[src/hdl/uartad_pkg.sv]
// package: register map, field positions and reset values for the serial port register decoder
package uartad_pkg;

  // word addresses
  localparam logic [15:0] UARTAD_ADDR_DATA      = 16'h9C00;
  localparam logic [15:0] UARTAD_ADDR_IER       = 16'h9C01;
  localparam logic [15:0] UARTAD_ADDR_IIR       = 16'h9C02;
  localparam logic [15:0] UARTAD_ADDR_LCR       = 16'h9C03;
  localparam logic [15:0] UARTAD_ADDR_MCR       = 16'h9C04;
  localparam logic [15:0] UARTAD_ADDR_LSR       = 16'h9C05;
  localparam logic [15:0] UARTAD_ADDR_SCR       = 16'h9C07;
  localparam logic [15:0] UARTAD_ADDR_DIV_LO    = 16'h9C08;
  localparam logic [15:0] UARTAD_ADDR_DIV_HI    = 16'h9C09;
  localparam logic [15:0] UARTAD_ADDR_PID_LO    = 16'h9C0A;
  localparam logic [15:0] UARTAD_ADDR_PID_HI    = 16'h9C0B;
  localparam logic [15:0] UARTAD_ADDR_PECR      = 16'h9C0C;

  // field positions
  localparam int          UARTAD_LCR_LATCH_BIT  = 7;

  // reset values
  localparam logic [7:0]  UARTAD_RST_IER        = 8'h00;
  localparam logic [7:0]  UARTAD_RST_IIR        = 8'h01;
  localparam logic [7:0]  UARTAD_RST_FCR        = 8'h00;
  localparam logic [7:0]  UARTAD_RST_LCR        = 8'h00;
  localparam logic [7:0]  UARTAD_RST_MCR        = 8'h00;
  localparam logic [7:0]  UARTAD_RST_LSR        = 8'h60;
  localparam logic [7:0]  UARTAD_RST_BYTE       = 8'h00;
  localparam logic [15:0] UARTAD_RST_PECR       = 16'h0000;
  localparam logic [15:0] UARTAD_RST_RDATA      = 16'h0000;

  // identification words: values are arbitrary
  localparam logic [15:0] UARTAD_PID_LO_VAL     = 16'h1234;
  localparam logic [15:0] UARTAD_PID_HI_VAL     = 16'h00A5;

  // register bus request
  typedef struct packed {
    logic [15:0] addr;
    logic [15:0] wdata;
    logic        wr;
    logic        rd;
  } uartad_req_t;

  // strobes toward the serial core
  typedef struct packed {
    logic       tx_load;
    logic [7:0] tx_byte;
    logic       rx_pop;
    logic       fcr_load;
    logic       iir_read;
  } uartad_evt_t;

  // status from the serial core
  typedef struct packed {
    logic [7:0] rx_byte;
    logic [7:0] iir;
    logic [7:0] lsr;
  } uartad_stat_t;

  // configuration toward the serial core
  typedef struct packed {
    logic [7:0]  ier;
    logic [7:0]  fcr;
    logic [7:0]  lcr;
    logic [7:0]  mcr;
    logic [7:0]  div_lo;
    logic [7:0]  div_hi;
    logic [15:0] pecr;
  } uartad_cfg_t;

endpackage : uartad_pkg

[src/hdl/uartad_decode.sv]
// serial port register address decoder with divisor latch access steering
//
// Local design decision: the plain strobed port.
`timescale 1ns/1ps

// What this block does
// data address: receive, transmit or divisor low
// latch bit set: data address hits divisor low
// divisor low also at its own address
// latch bit clear: receive on read, transmit write
// second address: interrupt enable or divisor high
// latch bit clear: second address hits interrupt enable
// latch bit set: second address hits divisor high
// divisor high also at its own address
// third address: identification read, queue control write
// sixteen-bit power control register, resets zero
// two fixed read-only identification words
// latch bit in line control, resets zero
module uartad_decode (
  // clock and reset
  input  wire logic                    i_core_clk,
  input  wire logic                    i_nrst,
  // register bus
  input  wire uartad_pkg::uartad_req_t  i_req,
  output logic [15:0]                   o_rdata,
  // serial core side
  input  wire uartad_pkg::uartad_stat_t i_stat,
  output uartad_pkg::uartad_evt_t       o_evt,
  output uartad_pkg::uartad_cfg_t       o_cfg
);
  import uartad_pkg::*;

  typedef struct packed {
    uartad_cfg_t cfg;
    logic [7:0]  scratch;
    logic [15:0] rdata;
    uartad_evt_t evt;
  } uartad_state_t;

  uartad_state_t state_reg;
  uartad_state_t state_next;

  logic latch;
  logic wr_data;
  logic wr_ier;
  logic rd_data;
  logic rd_ier;

  function automatic logic [15:0] uartad_byte16(input logic [7:0] b);
    uartad_byte16 = {8'h00, b};
  endfunction : uartad_byte16

  assign latch = state_reg.cfg.lcr[UARTAD_LCR_LATCH_BIT];

  // shared-address steering
  assign wr_data = i_req.wr && (i_req.addr == UARTAD_ADDR_DATA);
  assign rd_data = i_req.rd && (i_req.addr == UARTAD_ADDR_DATA);
  assign wr_ier  = i_req.wr && (i_req.addr == UARTAD_ADDR_IER);
  assign rd_ier  = i_req.rd && (i_req.addr == UARTAD_ADDR_IER);

  always_comb begin
    state_next     = state_reg;
    state_next.evt = '0;

    // writes
    if (wr_data) begin
      if (latch) begin
        state_next.cfg.div_lo = i_req.wdata[7:0];
      end else begin
        state_next.evt.tx_load = 1'b1;
        state_next.evt.tx_byte = i_req.wdata[7:0];
      end
    end
    if (wr_ier) begin
      if (latch) begin
        state_next.cfg.div_hi = i_req.wdata[7:0];
      end else begin
        state_next.cfg.ier = i_req.wdata[7:0];
      end
    end
    if (i_req.wr) begin
      unique case (i_req.addr)
        UARTAD_ADDR_IIR: begin
          state_next.cfg.fcr      = i_req.wdata[7:0];
          state_next.evt.fcr_load = 1'b1;
        end
        UARTAD_ADDR_LCR:    state_next.cfg.lcr    = i_req.wdata[7:0];
        UARTAD_ADDR_MCR:    state_next.cfg.mcr    = i_req.wdata[7:0];
        UARTAD_ADDR_SCR:    state_next.scratch    = i_req.wdata[7:0];
        UARTAD_ADDR_DIV_LO: state_next.cfg.div_lo = i_req.wdata[7:0];
        UARTAD_ADDR_DIV_HI: state_next.cfg.div_hi = i_req.wdata[7:0];
        UARTAD_ADDR_PECR:   state_next.cfg.pecr   = i_req.wdata;
        default: begin
        end
      endcase
    end

    // reads: data stands only in the cycle after the strobe
    state_next.rdata = UARTAD_RST_RDATA;
    if (rd_data) begin
      if (latch) begin
        state_next.rdata = uartad_byte16(state_reg.cfg.div_lo);
      end else begin
        state_next.rdata      = uartad_byte16(i_stat.rx_byte);
        state_next.evt.rx_pop = 1'b1;
      end
    end else if (rd_ier) begin
      state_next.rdata = latch ? uartad_byte16(state_reg.cfg.div_hi)
                               : uartad_byte16(state_reg.cfg.ier);
    end else if (i_req.rd) begin
      unique case (i_req.addr)
        UARTAD_ADDR_IIR: begin
          // reading identification may clear a pending source in the core
          state_next.rdata        = uartad_byte16(i_stat.iir);
          state_next.evt.iir_read = 1'b1;
        end
        UARTAD_ADDR_LCR:    state_next.rdata = uartad_byte16(state_reg.cfg.lcr);
        UARTAD_ADDR_MCR:    state_next.rdata = uartad_byte16(state_reg.cfg.mcr);
        UARTAD_ADDR_LSR:    state_next.rdata = uartad_byte16(i_stat.lsr);
        UARTAD_ADDR_SCR:    state_next.rdata = uartad_byte16(state_reg.scratch);
        UARTAD_ADDR_DIV_LO: state_next.rdata = uartad_byte16(state_reg.cfg.div_lo);
        UARTAD_ADDR_DIV_HI: state_next.rdata = uartad_byte16(state_reg.cfg.div_hi);
        UARTAD_ADDR_PID_LO: state_next.rdata = UARTAD_PID_LO_VAL;
        UARTAD_ADDR_PID_HI: state_next.rdata = UARTAD_PID_HI_VAL;
        UARTAD_ADDR_PECR:   state_next.rdata = state_reg.cfg.pecr;
        default:            state_next.rdata = UARTAD_RST_RDATA;
      endcase
    end
  end

  always_ff @(posedge i_core_clk or negedge i_nrst) begin
    if (!i_nrst) begin
      state_reg.cfg.ier    <= UARTAD_RST_IER;
      state_reg.cfg.fcr    <= UARTAD_RST_FCR;
      state_reg.cfg.lcr    <= UARTAD_RST_LCR;
      state_reg.cfg.mcr    <= UARTAD_RST_MCR;
      state_reg.cfg.div_lo <= UARTAD_RST_BYTE;
      state_reg.cfg.div_hi <= UARTAD_RST_BYTE;
      state_reg.cfg.pecr   <= UARTAD_RST_PECR;
      state_reg.scratch    <= UARTAD_RST_BYTE;
      state_reg.rdata      <= UARTAD_RST_RDATA;
      state_reg.evt        <= '0;
    end else begin
      state_reg <= state_next;
    end
  end

  assign o_rdata = state_reg.rdata;
  assign o_evt   = state_reg.evt;
  assign o_cfg   = state_reg.cfg;

endmodule : uartad_decode

[config.mk]
export PLATFORM = sky130hd
export DESIGN_NAME = uartad_decode
export DESIGN_NICKNAME = d
export VERILOG_FILES = /design/src/hdl/uartad_pkg.sv /design/src/hdl/uartad_decode.sv
export SDC_FILE = /design/constraint.sdc
export NUM_CORES = 1
export LEC_CHECK = 0
export ABC_CLOCK_PERIOD_IN_PS = 3900
export BUFFER_PORTS_ARGS = -buffer_cell sky130_fd_sc_hd__buf_2
export CORE_ASPECT_RATIO = 1.5
export CORE_MARGIN = 3
export CORE_UTILIZATION = 50
export CTS_BUF_LIST = sky130_fd_sc_hd__clkbuf_8
export DETAILED_ROUTE_END_ITERATION = 6
export HOLD_SLACK_MARGIN = 0.03
export PLACE_DENSITY = 0.77
export SLEW_MARGIN = 10
export SYNTH_ARGS = -nofsm -noshare
export SYNTH_HDL_FRONTEND = slang
export SYNTH_SLANG_ARGS = --single-unit
[constraint.sdc]
create_clock -name i_core_clk -period 3.9 [get_ports i_core_clk]
set_input_delay 0.195 -clock i_core_clk [delete_from_list [all_inputs] [get_ports i_core_clk]]
set_output_delay 0.195 -clock i_core_clk [all_outputs]
set_load 0.05 [all_outputs]
==> run_results.csv, run 1 <==
group,metric,value,unit
run_status,status,"finished clean",
sta,setup_slack,1.546,ns
clock_network,cts_inserted_buffers,9,
critical_path,path_buf_inv,0,
global_route,antenna_found_initial,0,
synthesis,synthTopCellsByCount,"dfrtp_1 (100), buf_4 (93), mux2_2 (77)",
sta,fin_setup_tns,0,ns
sta,whs,0.05918,ns
sta,slew_violations,0,
global_route,grt_pass1_wl,20760,µm
routing,ant_nets,0,
power,p_leak,3.045,nW
critical_path,cp.required,4.15,ns
critical_path,cpLargestDelayFamily,"simple AND/OR/NAND/NOR gates",
sta,rsz0062_at_grt,"false",
critical_path,crit_start,"o_cfg[47]",
clock_network,cts.sinks,100,
power,p_sw_share,22.28,%
cells_and_area,final_area,0.005736,mm²
cells_and_area,finalNetCount,573,
power,p_sw,0.0004215,W
clock_network,postCtsSetupRepairBufs,0,
synthesis,syn_inst,459,
sta,fmax,424.8,MHz
sta,relSlewSlack,26.80,%
placed_design,routabilityCongestion,0.9163,
cells_and_area,antenna_cells,0,
critical_path,crit_arrival,2.61,ns
synthesis,ys_seq_area_share,46.98,%
synthesis,ys_warn_count,0,
global_route,gr-usage-all-layers,22.47,%
critical_path,crit_chain,"nor2_1, or3_4, nor3_4, mux2_2",
floorplan,rows,45,
routing,viasPerCell,5.558,
sta,finClkSkew,0.008380,ns
floorplan,core,0.01025,mm²
floorplan,initial_core_util,51.98,%
synthesis,async_flop_share,100.0,%
clock_network,cts_tree,"done",
power,combPwrFrac,7.1,%
critical_path,critical_path_class,"reg2reg",
routing,wl_per_cell,20.03,µm
power,power,0.001892,W
routing,routed_wl,13140,µm
placed_design,portBuffers,151,
critical_path,timing.rr.end,"o_cfg[29]",
synthesis,syn_avg_cell_area,11.60,µm²
sta,post-route-period-util,60.36,%
global_route,gr-total-overflow,0,
sta,finalSetupViolCount,0,
synthesis,synth_area,0.005326,mm²
synthesis,yosysUniqueCellTypes,52,
floorplan,die_w,90.27,µm
synthesis,synth_top_area_cell,"dfrtp_1",
synthesis,yosysMostFrequentCell,"dfrtp_1",
critical_path,cp.depth,4,
power,peakVddDrop,157.8,µV
power,pwr-share-seq,54.8,%
hold_path,hold_class,"in2reg",
routing,drt_pass1_iterations,4,
critical_path,reg2reg_depth,4,
critical_path,rr_startpoint,"o_cfg[47]",
clock_network,clock_latency,0.36,ns
critical_path,crit_slowest_cell,"dfrtp_1",
power,pwr_density_cell,329.9,mW/mm²
cells_and_area,largest_register_ffs,64,
critical_path,start_kind,"register",
sta,final_hold_viol_count,0,
power,internal_power,0.001471,W
critical_path,cp_max_fo,18,
routing,drt_iter0_drc,203,
clock_network,clk_path_buf_depth,2,
cells_and_area,drive_gt1_share,50.10,%
floorplan,die-area,0.01195,mm²
cells_and_area,syn2layout_area_growth,7.681,%
flow_run,cap_violations,0,
cells_and_area,fill_cells,929,
placed_design,hpwl,9692,µm
critical_path,end_kind,"register",
routing,drc_errors,0,
global_route,grt_pass1_vias,3797,
synthesis,synth-seq-cells,100,
critical_path,critPathMaxStageDelay,0.84,ns
sta,final.min_clock_period,2.354,ns
clock_network,cts.htree.levels,3,
floorplan,die_y,132.4,µm
synthesis,synth_edf_count,0,
synthesis,synth_area_leaders,"dfrtp_1 (47%), mux2_2 (16%), buf_4 (13%)",
clock_network,path_clk_slew,0.09,ns
synthesis,synth_top_area_share,46.98,%
floorplan,io-pin-count,152,
global_route,grt_max_degree,63,
synthesis,synth_flop_cell,"dfrtp_1",
power,pwr-share-clk,38.2,%
critical_path,reg2reg_slack,1.55,ns
critical_path,endpoint,"o_cfg[29]",
placed_design,dpl_cell_area,0.005514,mm²
routing,vias,3646,
synthesis,syn_nets,519,
sta,worstMarginPinSlew,1.089,ns
clock_network,cts_root_buffer,"clkbuf_8",
placed_design,dpl_worst_slack,1.254,ns
## metal layers
layer	global-route usage (%)	wire, µm
met2	37.80	6753
met1	26.83	5046
met4	11.33	524
met3	5.404	814
met5	0	0
## area by class of cell
| class | count | area, µm² | share of cell area, % |
|---|---|---|---|
| Clock buffer | 11 | 151.4 | 2.640 |
| Clock inverter | 2 | 60.06 | 1.047 |
| Inverter | 8 | 30.03 | 0.5236 |
| Multi-Input combinational cell | 239 | 2024 | 35.30 |
| Sequential cell | 100 | 2502 | 43.63 |
| Tap cell | 141 | 176.4 | 3.076 |
| Timing Repair Buffer | 155 | 790.8 | 13.79 |
## what timing repair did
item	CTS	global route
hold buffers	1	0
gates resized for setup	0	0
endpoints found under the hold margin	61	0
setup endpoints to repair	0	0
## through the flow
step | instances | utilization, %
floorplan | 459 | -
detailed placement | 642 | 53.81
finish | 656 | 55.97
CTS | 656 | 55.97
global route | 656 | 55.97
global placement | 642 | 53.81
## worst min-delay path by stage
stage	start	end	slack (ns)	cells past startpoint
after CTS	i_req[11]	o_cfg[9]	0.05	2
after detailed placement	i_nrst	o_rdata[11]	0.32	1
final	i_req[11]	o_cfg[9]	0.06	2
after global routing	i_req[13]	o_cfg[11]	0.06	2
after global placement	i_nrst	o_rdata[11]	0.30	1
after floorplan	i_nrst	o_cfg[0]	-0.10	0
## cell families (layout without fill, tap and decap cells)
family | after synthesis | count (layout) | synth area share, %
flip-flops | 100 | 100 | 46.98
AO/OA/AOI/OAI | 52 | 52 | 6.531
buffers and inverters | 120 | 176 | 15.13
AND/OR/NAND/NOR | 97 | 97 | 11.46
multiplexers | 90 | 90 | 19.90
## layout by cell type (no fill, tap or decap), types with 3 or more instances in the layout
cell | netlist | routed
buf_2 | 5 | 150
dfrtp_1 | 100 | 100
mux2_2 | 77 | 77
nand2_1 | 17 | 17
and2_1 | 15 | 15
nor2_1 | 13 | 13
clkbuf_8 | 0 | 11
o21ai_0 | 10 | 10
o22ai_1 | 10 | 10
nor2b_1 | 9 | 9
inv_1 | 8 | 8
a21oi_1 | 8 | 8
mux2i_1 | 8 | 8
a22oi_1 | 7 | 7
nand3_1 | 5 | 5
mux4_2 | 5 | 5
nand4_1 | 4 | 4
nor3_1 | 4 | 4
and3_1 | 4 | 4
buf_4 | 93 | 4
nand2b_1 | 3 | 3
a211oi_1 | 3 | 3
nor3b_1 | 3 | 3
## power groups by stage
stage          clock network [W]  registers, W   logic, W
2_1_floorplan                  0       0.00106  0.0000572
3_3_place_gp                   0       0.00106   0.000130
3_5_place_dp                   0       0.00106   0.000133
4_1_cts                 0.000733       0.00104   0.000134
5_1_grt                 0.000779       0.00104   0.000148
6_report                0.000723       0.00104   0.000133
(Power assumes the default switching activity.)
==> run 2, diff against run 1 <==
ABC_AREA = 1   (was not set)
ABC_CLOCK_PERIOD_IN_PS = 2400   (was 3900)
PLACE_DENSITY = 0.76   (was 0.77)
clock period = 2.4 ns   (was 3.9 ns; I/O delays follow)
==> run 2 against run 1 <==
Sequential power is 62% higher. Global-route usage is 3.2 points higher. Count of clock-buffer cells in the layout is 1 lower. Highest routed layer unchanged. Clock skew is 0.0013 ns higher. Flip-flop and latch count stayed put. Core utilization is 0.058 points lower. Sequential share of layout area is 3.6 points lower. Final area is 8.9% higher. Synthesized cell count is 58% higher. Power is 55% higher.
==> run_results.csv, run 2 <==
group,metric,value,unit
critical_path,cp_max_fo,21,
sta,relSlewSlack,49.36,%
cells_and_area,utilization,55.91,%
synthesis,synth_area_leaders,"dfrtp_1 (43%), buf_4 (13%), nand2_1 (12%)",
synthesis,yosysUniqueCellTypes,33,
synthesis,synth_top_area_cell,"dfrtp_1",
placed_design,portBuffers,151,
hold_path,hp-start,"i_req[0]",
cells_and_area,layout_common_cells,"nand2_1 (191), buf_2 (150), dfrtp_1 (100), nor2_1 (60)",
critical_path,critPathMaxStageDelay,0.42,ns
cells_and_area,largest_register_ffs,64,
critical_path,cpLargestDelayFamily,"simple AND/OR/NAND/NOR gates",
hold_path,min_to,"o_rdata[11]",
critical_path,crit_arrival,1.94,ns
synthesis,yosysMostFrequentCell,"nand2_1",
synthesis,synth_area,0.005761,mm²
critical_path,reg2reg_slack,0.86,ns
synthesis,synth_top_area_share,43.44,%
sta,final.min_clock_period,1.657,ns
clock_network,cts_tree,"done",
synthesis,synthMuxAreaShare,1.825,%
global_route,grt_pass1_vias,4743,
synthesis,synth_flop_cell,"dfrtp_1",
placed_design,routabilityCongestion,0.9891,
clock_network,clock_latency,0.37,ns
synthesis,synth-seq-cells,100,
critical_path,path_buf_inv,3,
floorplan,rows,47,
cells_and_area,layout_commonest_cell,"nand2_1",
synthesis,ys_seq_area_share,43.44,%
sta,fmax,603.6,MHz
critical_path,critical_path_class,"in2reg",
clock_network,clk_path_buf_depth,2,
routing,viasPerCell,5.214,
synthesis,synth_edf_count,0,
synthesis,synth_compound_area_share,9.818,%
synthesis,syn_nets,786,
synthesis,syn_avg_cell_area,7.935,µm²
flow_run,cap_violations,0,
cells_and_area,finalNetCount,851,
synthesis,synthTopCellsByCount,"nand2_1 (191), dfrtp_1 (100), buf_4 (98)",
global_route,gr-total-overflow,0,
floorplan,io-pin-count,152,
clock_network,hold_buffers,10,
routing,routed_wl,16200,µm
routing,ant_nets,0,
power,peakVddDrop,245.1,µV
global_route,use_met2,45.44,%
sta,rsz0062_at_grt,"false",
global_route,antenna_found_initial,0,
critical_path,crit_chain,"buf_2, nor2_1, nand2_1, nor2_4, buf_4, nand3_1, inv_1, nor2_1, nand3b_2, nand3_1, a21oi_1",
critical_path,crit_slowest_cell,"nor2_4",
clock_network,cts.sinks,100,
synthesis,synthXorXnorAreaFrac,0,%
global_route,gr-usage-all-layers,25.66,%
synthesis,syn_inst,726,
floorplan,die-area,0.01287,mm²
sta,finalSetupViolCount,0,
clock_network,cts_root_buffer,"clkbuf_8",
routing,drt_iter0_drc,478,
cells_and_area,syn2layout_area_growth,8.449,%
cells_and_area,final_cell_count_no_fill,942,
clock_network,path_clk_slew,0.09,ns
global_route,use_met3,4.262,%
critical_path,end_kind,"register",
synthesis,async_flop_share,100.0,%
synthesis,ys_warn_count,0,
power,p_leak,3.564,nW
placed_design,place_inst,917,
hold_path,hold_class,"in2reg",
critical_path,cp.required,2.68,ns
clock_network,postCtsSetupRepairBufs,0,
routing,drt_pass1_iterations,7,
critical_path,rr_startpoint,"o_cfg[47]",
floorplan,die_y,137.5,µm
sta,post-route-period-util,69.03,%
synthesis,synth_simple_gate_area_share,26.98,%
placed_design,hpwl,12300,µm
cells_and_area,fill_cells,1083,
run_status,status,"finished clean",
clock_network,cts_resized,0,
synthesis,synth_top_family_by_area,"simple AND/OR/NAND/NOR gates",
global_route,grt_pass1_wl,24960,µm
sta,slew_violations,0,
synthesis,synthAdderAreaFrac,0,%
routing,wl_per_cell,17.19,µm
global_route,grt_max_degree,60,
routing,vias,4912,
critical_path,reg2reg_depth,3,
critical_path,start_kind,"input port",
floorplan,initial_core_util,51.56,%
critical_path,timing.rr.end,"o_cfg[63]",
sta,final_hold_viol_count,0,
clock_network,cts.htree.levels,3,
cells_and_area,drive_gt1_share,27.92,%
floorplan,die_w,93.64,µm
routing,drc_errors,0,
cells_and_area,antenna_cells,0,
sta,finClkSkew,0.009729,ns
hold_path,whs_path_depth,3,
global_route,busiest_layer,"met2",
sta,worstMarginPinSlew,0.7596,ns
global_route,grtUsageMet1,29.58,%
clock_network,cts_inserted_buffers,9,
power,pwr_density_cell,470.2,mW/mm²
floorplan,core,0.01117,mm²
sta,fin_setup_tns,0,ns
## run 2: changes by cell type after synthesis, sizes merged, moves of 15 or more
cell	before	now
o21ai	10	55
inv	8	57
nor2	14	77
and2	15	0
nand2	17	201
nand3	5	51
a21oi	8	30
mux2	77	8
## run 2: worst max-delay path by stage
stage          startpoint         end  slack (ns)  cells past startpoint
4_1_cts         i_req[27]  o_rdata[3]        0.80                     11
2_1_floorplan   i_req[23]   o_cfg[27]        0.99                     11
6_report        i_req[27]  o_rdata[3]        0.74                     11
3_5_place_dp    i_req[27]  o_rdata[3]        0.42                     11
5_1_grt         i_req[27]  o_rdata[2]        0.60                     11
3_3_place_gp    i_req[27]  o_rdata[3]        0.45                     11
## run 2: area by class of cell
class	instances	area, µm²	share of cell area, %
sequential	100	2502	40.06
multi-input combinational	455	2232	35.73
timing repair buffer	168	923.4	14.78
inverter	57	214.0	3.425
tap	147	183.9	2.944
clock buffer	10	137.6	2.203
clock inverter	5	53.80	0.8612
## run 2: per-layer routing
layer,vias up,share of wire (%)
li1,2362,-
met1,2298,38
met2,201,52
met3,51,5.6
met4,0,4.8
met5,-,0
## run 2: per-stage QoR
stage	area (µm²)	hold WS, ns	setup slack, ns	total power (W)
after floorplan	5761	-0.1756	0.9888	0.001775
after global placement	5956	0.2342	0.4498	0.001901
after detailed placement	5956	0.2400	0.4191	0.001902
after CTS	6247	0.09512	0.8039	0.002952
after global routing	6247	0.1225	0.5986	0.003033
final	6247	0.1172	0.7432	0.002938
## run 2: power by group
group	internal [W]	switching, W	total, W
registers	0.00168	0.000000541	0.00168
clock network	0.000499	0.000558	0.00106
logic	0.0000626	0.000134	0.000196
## run 2: tightest hold or removal path: stages
cell,delay [ns]
buf_2,0.17
inv_1,0.11
nor2_1,0.06
## run 2: cells by family (layout without fill, tap and decap cells)
group / count (synthesis) / after routing
DFF: 100 / 100
buffers and inverters: 171 / 240
AOI/OAI and AO/OA: 103 / 103
and+or+nand+nor: 344 / 344
muxes: 8 / 8
==> run 3, diff against run 2 <==
ABC_AREA = 0   (was 1)
ABC_CLOCK_PERIOD_IN_PS = 1630   (was 2400)
PLACE_DENSITY = 0.77   (was 0.76)
clock period = 1.63 ns   (was 2.4 ns; I/O delays follow)
==> run 3 against run 2 <==
Largest power group unchanged. Via count down 21%. Combinational power up 120%. Power up 59%. Wire length down 12%. Count of clock-buffer cells in the layout down 1. Flip-flop and latch count unchanged. Sequential power up 48%. Die area down 7.1%. Clock skew down 0.0024 ns. Critical path depth down 5. Non-clock buffer count up 70. Highest routed layer unchanged.
==> run_results.csv, run 3 (synthesis gave the netlist of run 1 again) <==
group,metric,value,unit
run_status,status,"finished clean",
hold_path,hold_class,"in2reg",
cells_and_area,final_cell_count_no_fill,742,
routing,wl_per_cell,19.14,µm
floorplan,initial_core_util,51.98,%
critical_path,timing.rr.end,"o_cfg[20]",
cells_and_area,layout_commonest_cell,"buf_2",
clock_network,clk_path_buf_depth,2,
routing,drc_errors,0,
cells_and_area,antenna_cells,0,
routing,m1WireLength,5654,µm
critical_path,end_kind,"register",
routing,top_layer,"met4",
placed_design,place_inst,709,
sta,final_hold_viol_count,0,
global_route,gr-total-overflow,0,
power,p_leak,3.502,nW
power,peakVddDrop,369.7,µV
sta,post-route-period-util,98.70,%
floorplan,die-area,0.01195,mm²
floorplan,rows,45,
sta,whs,0.05342,ns
routing,drt_pass1_iterations,4,
hold_path,whs_path_depth,2,
floorplan,core,0.01025,mm²
routing,wl_met2,7606,µm
clock_network,cts_tree,"done",
global_route,grt_max_degree,40,
sta,final.min_clock_period,1.609,ns
sta,worstMarginPinSlew,0.5357,ns
power,pwr_density_cell,707.8,mW/mm²
routing,vias,3901,
clock_network,cts.sinks,100,
global_route,gr-usage-all-layers,24.10,%
clock_network,cts_root_buffer,"clkbuf_8",
flow_run,cap_violations,0,
clock_network,cts_inserted_buffers,9,
routing,dr_wl_met3,669,µm
routing,viasPerCell,5.257,
sta,finalSetupViolCount,0,
sta,rsz0062_at_grt,"true",
sta,slew_violations,0,
critical_path,reg2reg_slack,0.02,ns
cells_and_area,finalNetCount,656,
placed_design,portBuffers,151,
routing,routed_wl,14200,µm
floorplan,io-pin-count,152,
critical_path,rr_startpoint,"o_cfg[47]",
clock_network,path_clk_slew,0.10,ns
hold_path,min_to,"o_evt[9]",
floorplan,die_w,90.27,µm
cells_and_area,layout_common_cells,"buf_2 (150), dfrtp_1 (99), buf_4 (68), mux2_2 (49), mux2_4 (28)",
critical_path,crit_arrival,1.87,ns
placed_design,hpwl,10730,µm
cells_and_area,largest_register_ffs,64,
cells_and_area,utilization,64.46,%
sta,relSlewSlack,63.80,%
sta,finClkSkew,0.007320,ns
critical_path,reg2reg_depth,6,
hold_path,hp-start,"i_req[8]",
critical_path,cp_max_fo,8,
cells_and_area,syn2layout_area_growth,24.01,%
sta,fmax,621.6,MHz
clock_network,clock_latency,0.37,ns
critical_path,critical_path_class,"reg2reg",
sta,fin_setup_tns,0,ns
global_route,antenna_found_initial,0,
placed_design,routabilityCongestion,0.9469,
critical_path,cp.required,1.89,ns
global_route,grt_pass1_vias,4103,
critical_path,start_kind,"register",
floorplan,die_y,132.4,µm
cells_and_area,fill_cells,819,
routing,drt_iter0_drc,234,
global_route,grt_pass1_wl,22360,µm
cells_and_area,drive_gt1_share,55.91,%
power,power,0.004675,W
routing,ant_nets,0,
clock_network,cts.htree.levels,3,
-- run 3: changes by cell type in the layout (fill, tap and decap cells not counted), sizes merged, moves of 8 or more --
cell	delta
nand2	-184
o22ai	+10
and2	+15
nor2	-63
inv	-48
a21oi	-22
nor2b	+9
o21ai	-45
nand3	-46
mux2i	+8
mux2	+69
buf	+66
-- run 3: metal layers --
metal / vias to the layer above / track usage (%)
li1: 1805 / -
met1: 1959 / 29.20
met2: 122 / 43.28
met3: 15 / 4.096
met4: 0 / 8.092
met5: - / 0
-- run 3: final cells by class --
cell class	count	area (µm²)	share of cell area, %
Timing Repair Buffer	238	1521	23.03
Multi-Input combinational cell	239	2151	32.56
Inverter	8	30.03	0.4546
Clock inverter	7	98.84	1.496
Sequential cell	100	2504	37.90
Clock buffer	9	123.9	1.875
Tap cell	141	176.4	2.671
-- run 3: worst max-delay path by stage --
| stage | startpoint | end | slack (ns) | cells past startpoint |
|---|---|---|---|---|
| 3_5_place_dp | i_req[26] | o_cfg[28] | -0.26 | 7 |
| 6_report | o_cfg[47] | o_cfg[20] | 0.02 | 6 |
| 3_3_place_gp | i_req[32] | o_cfg[30] | -0.19 | 7 |
| 2_1_floorplan | i_req[23] | o_cfg[24] | -0.16 | 5 |
| 5_1_grt | o_cfg[47] | o_cfg[25] | -0.02 | 5 |
| 4_1_cts | o_cfg[47] | o_cfg[28] | 0.01 | 5 |
-- run 3: timing repair --
action | in CTS | in global routing
setup endpoints to repair | 8 | 9
setup buffers | 2 | 1
pin swaps | 0 | 2
resized for setup | 1 | 11
endpoints found under the hold margin | 46 | 2
hold buffers | 12 | 2
-- run 3: where the power goes --
| part | switching (W) | internal (W) |
|---|---|---|
| clock network | 0.000888 | 0.000875 |
| logic | 0.000230 | 0.000202 |
| registers | 0.000000524 | 0.00248 |
-- run 3: worst max-delay path, cell delays in order (launching register included) --
cell and delay [ns]:
dfrtp_2 0.41, nor2_2 0.04, or3_4 0.35, buf_4 0.15, nor2_4 0.09, buf_12 0.15, mux2_4 0.31
-- run 3: stage by stage --
| stage | instance area, µm² | setup WS [ns] |
|---|---|---|
| global route | 6605 | -0.02420 |
| finish | 6605 | 0.02112 |
| CTS | 6540 | 0.01249 |
| detailed placement | 6181 | -0.2612 |
| floorplan | 5435 | -0.1600 |
| global placement | 6181 | -0.1947 |
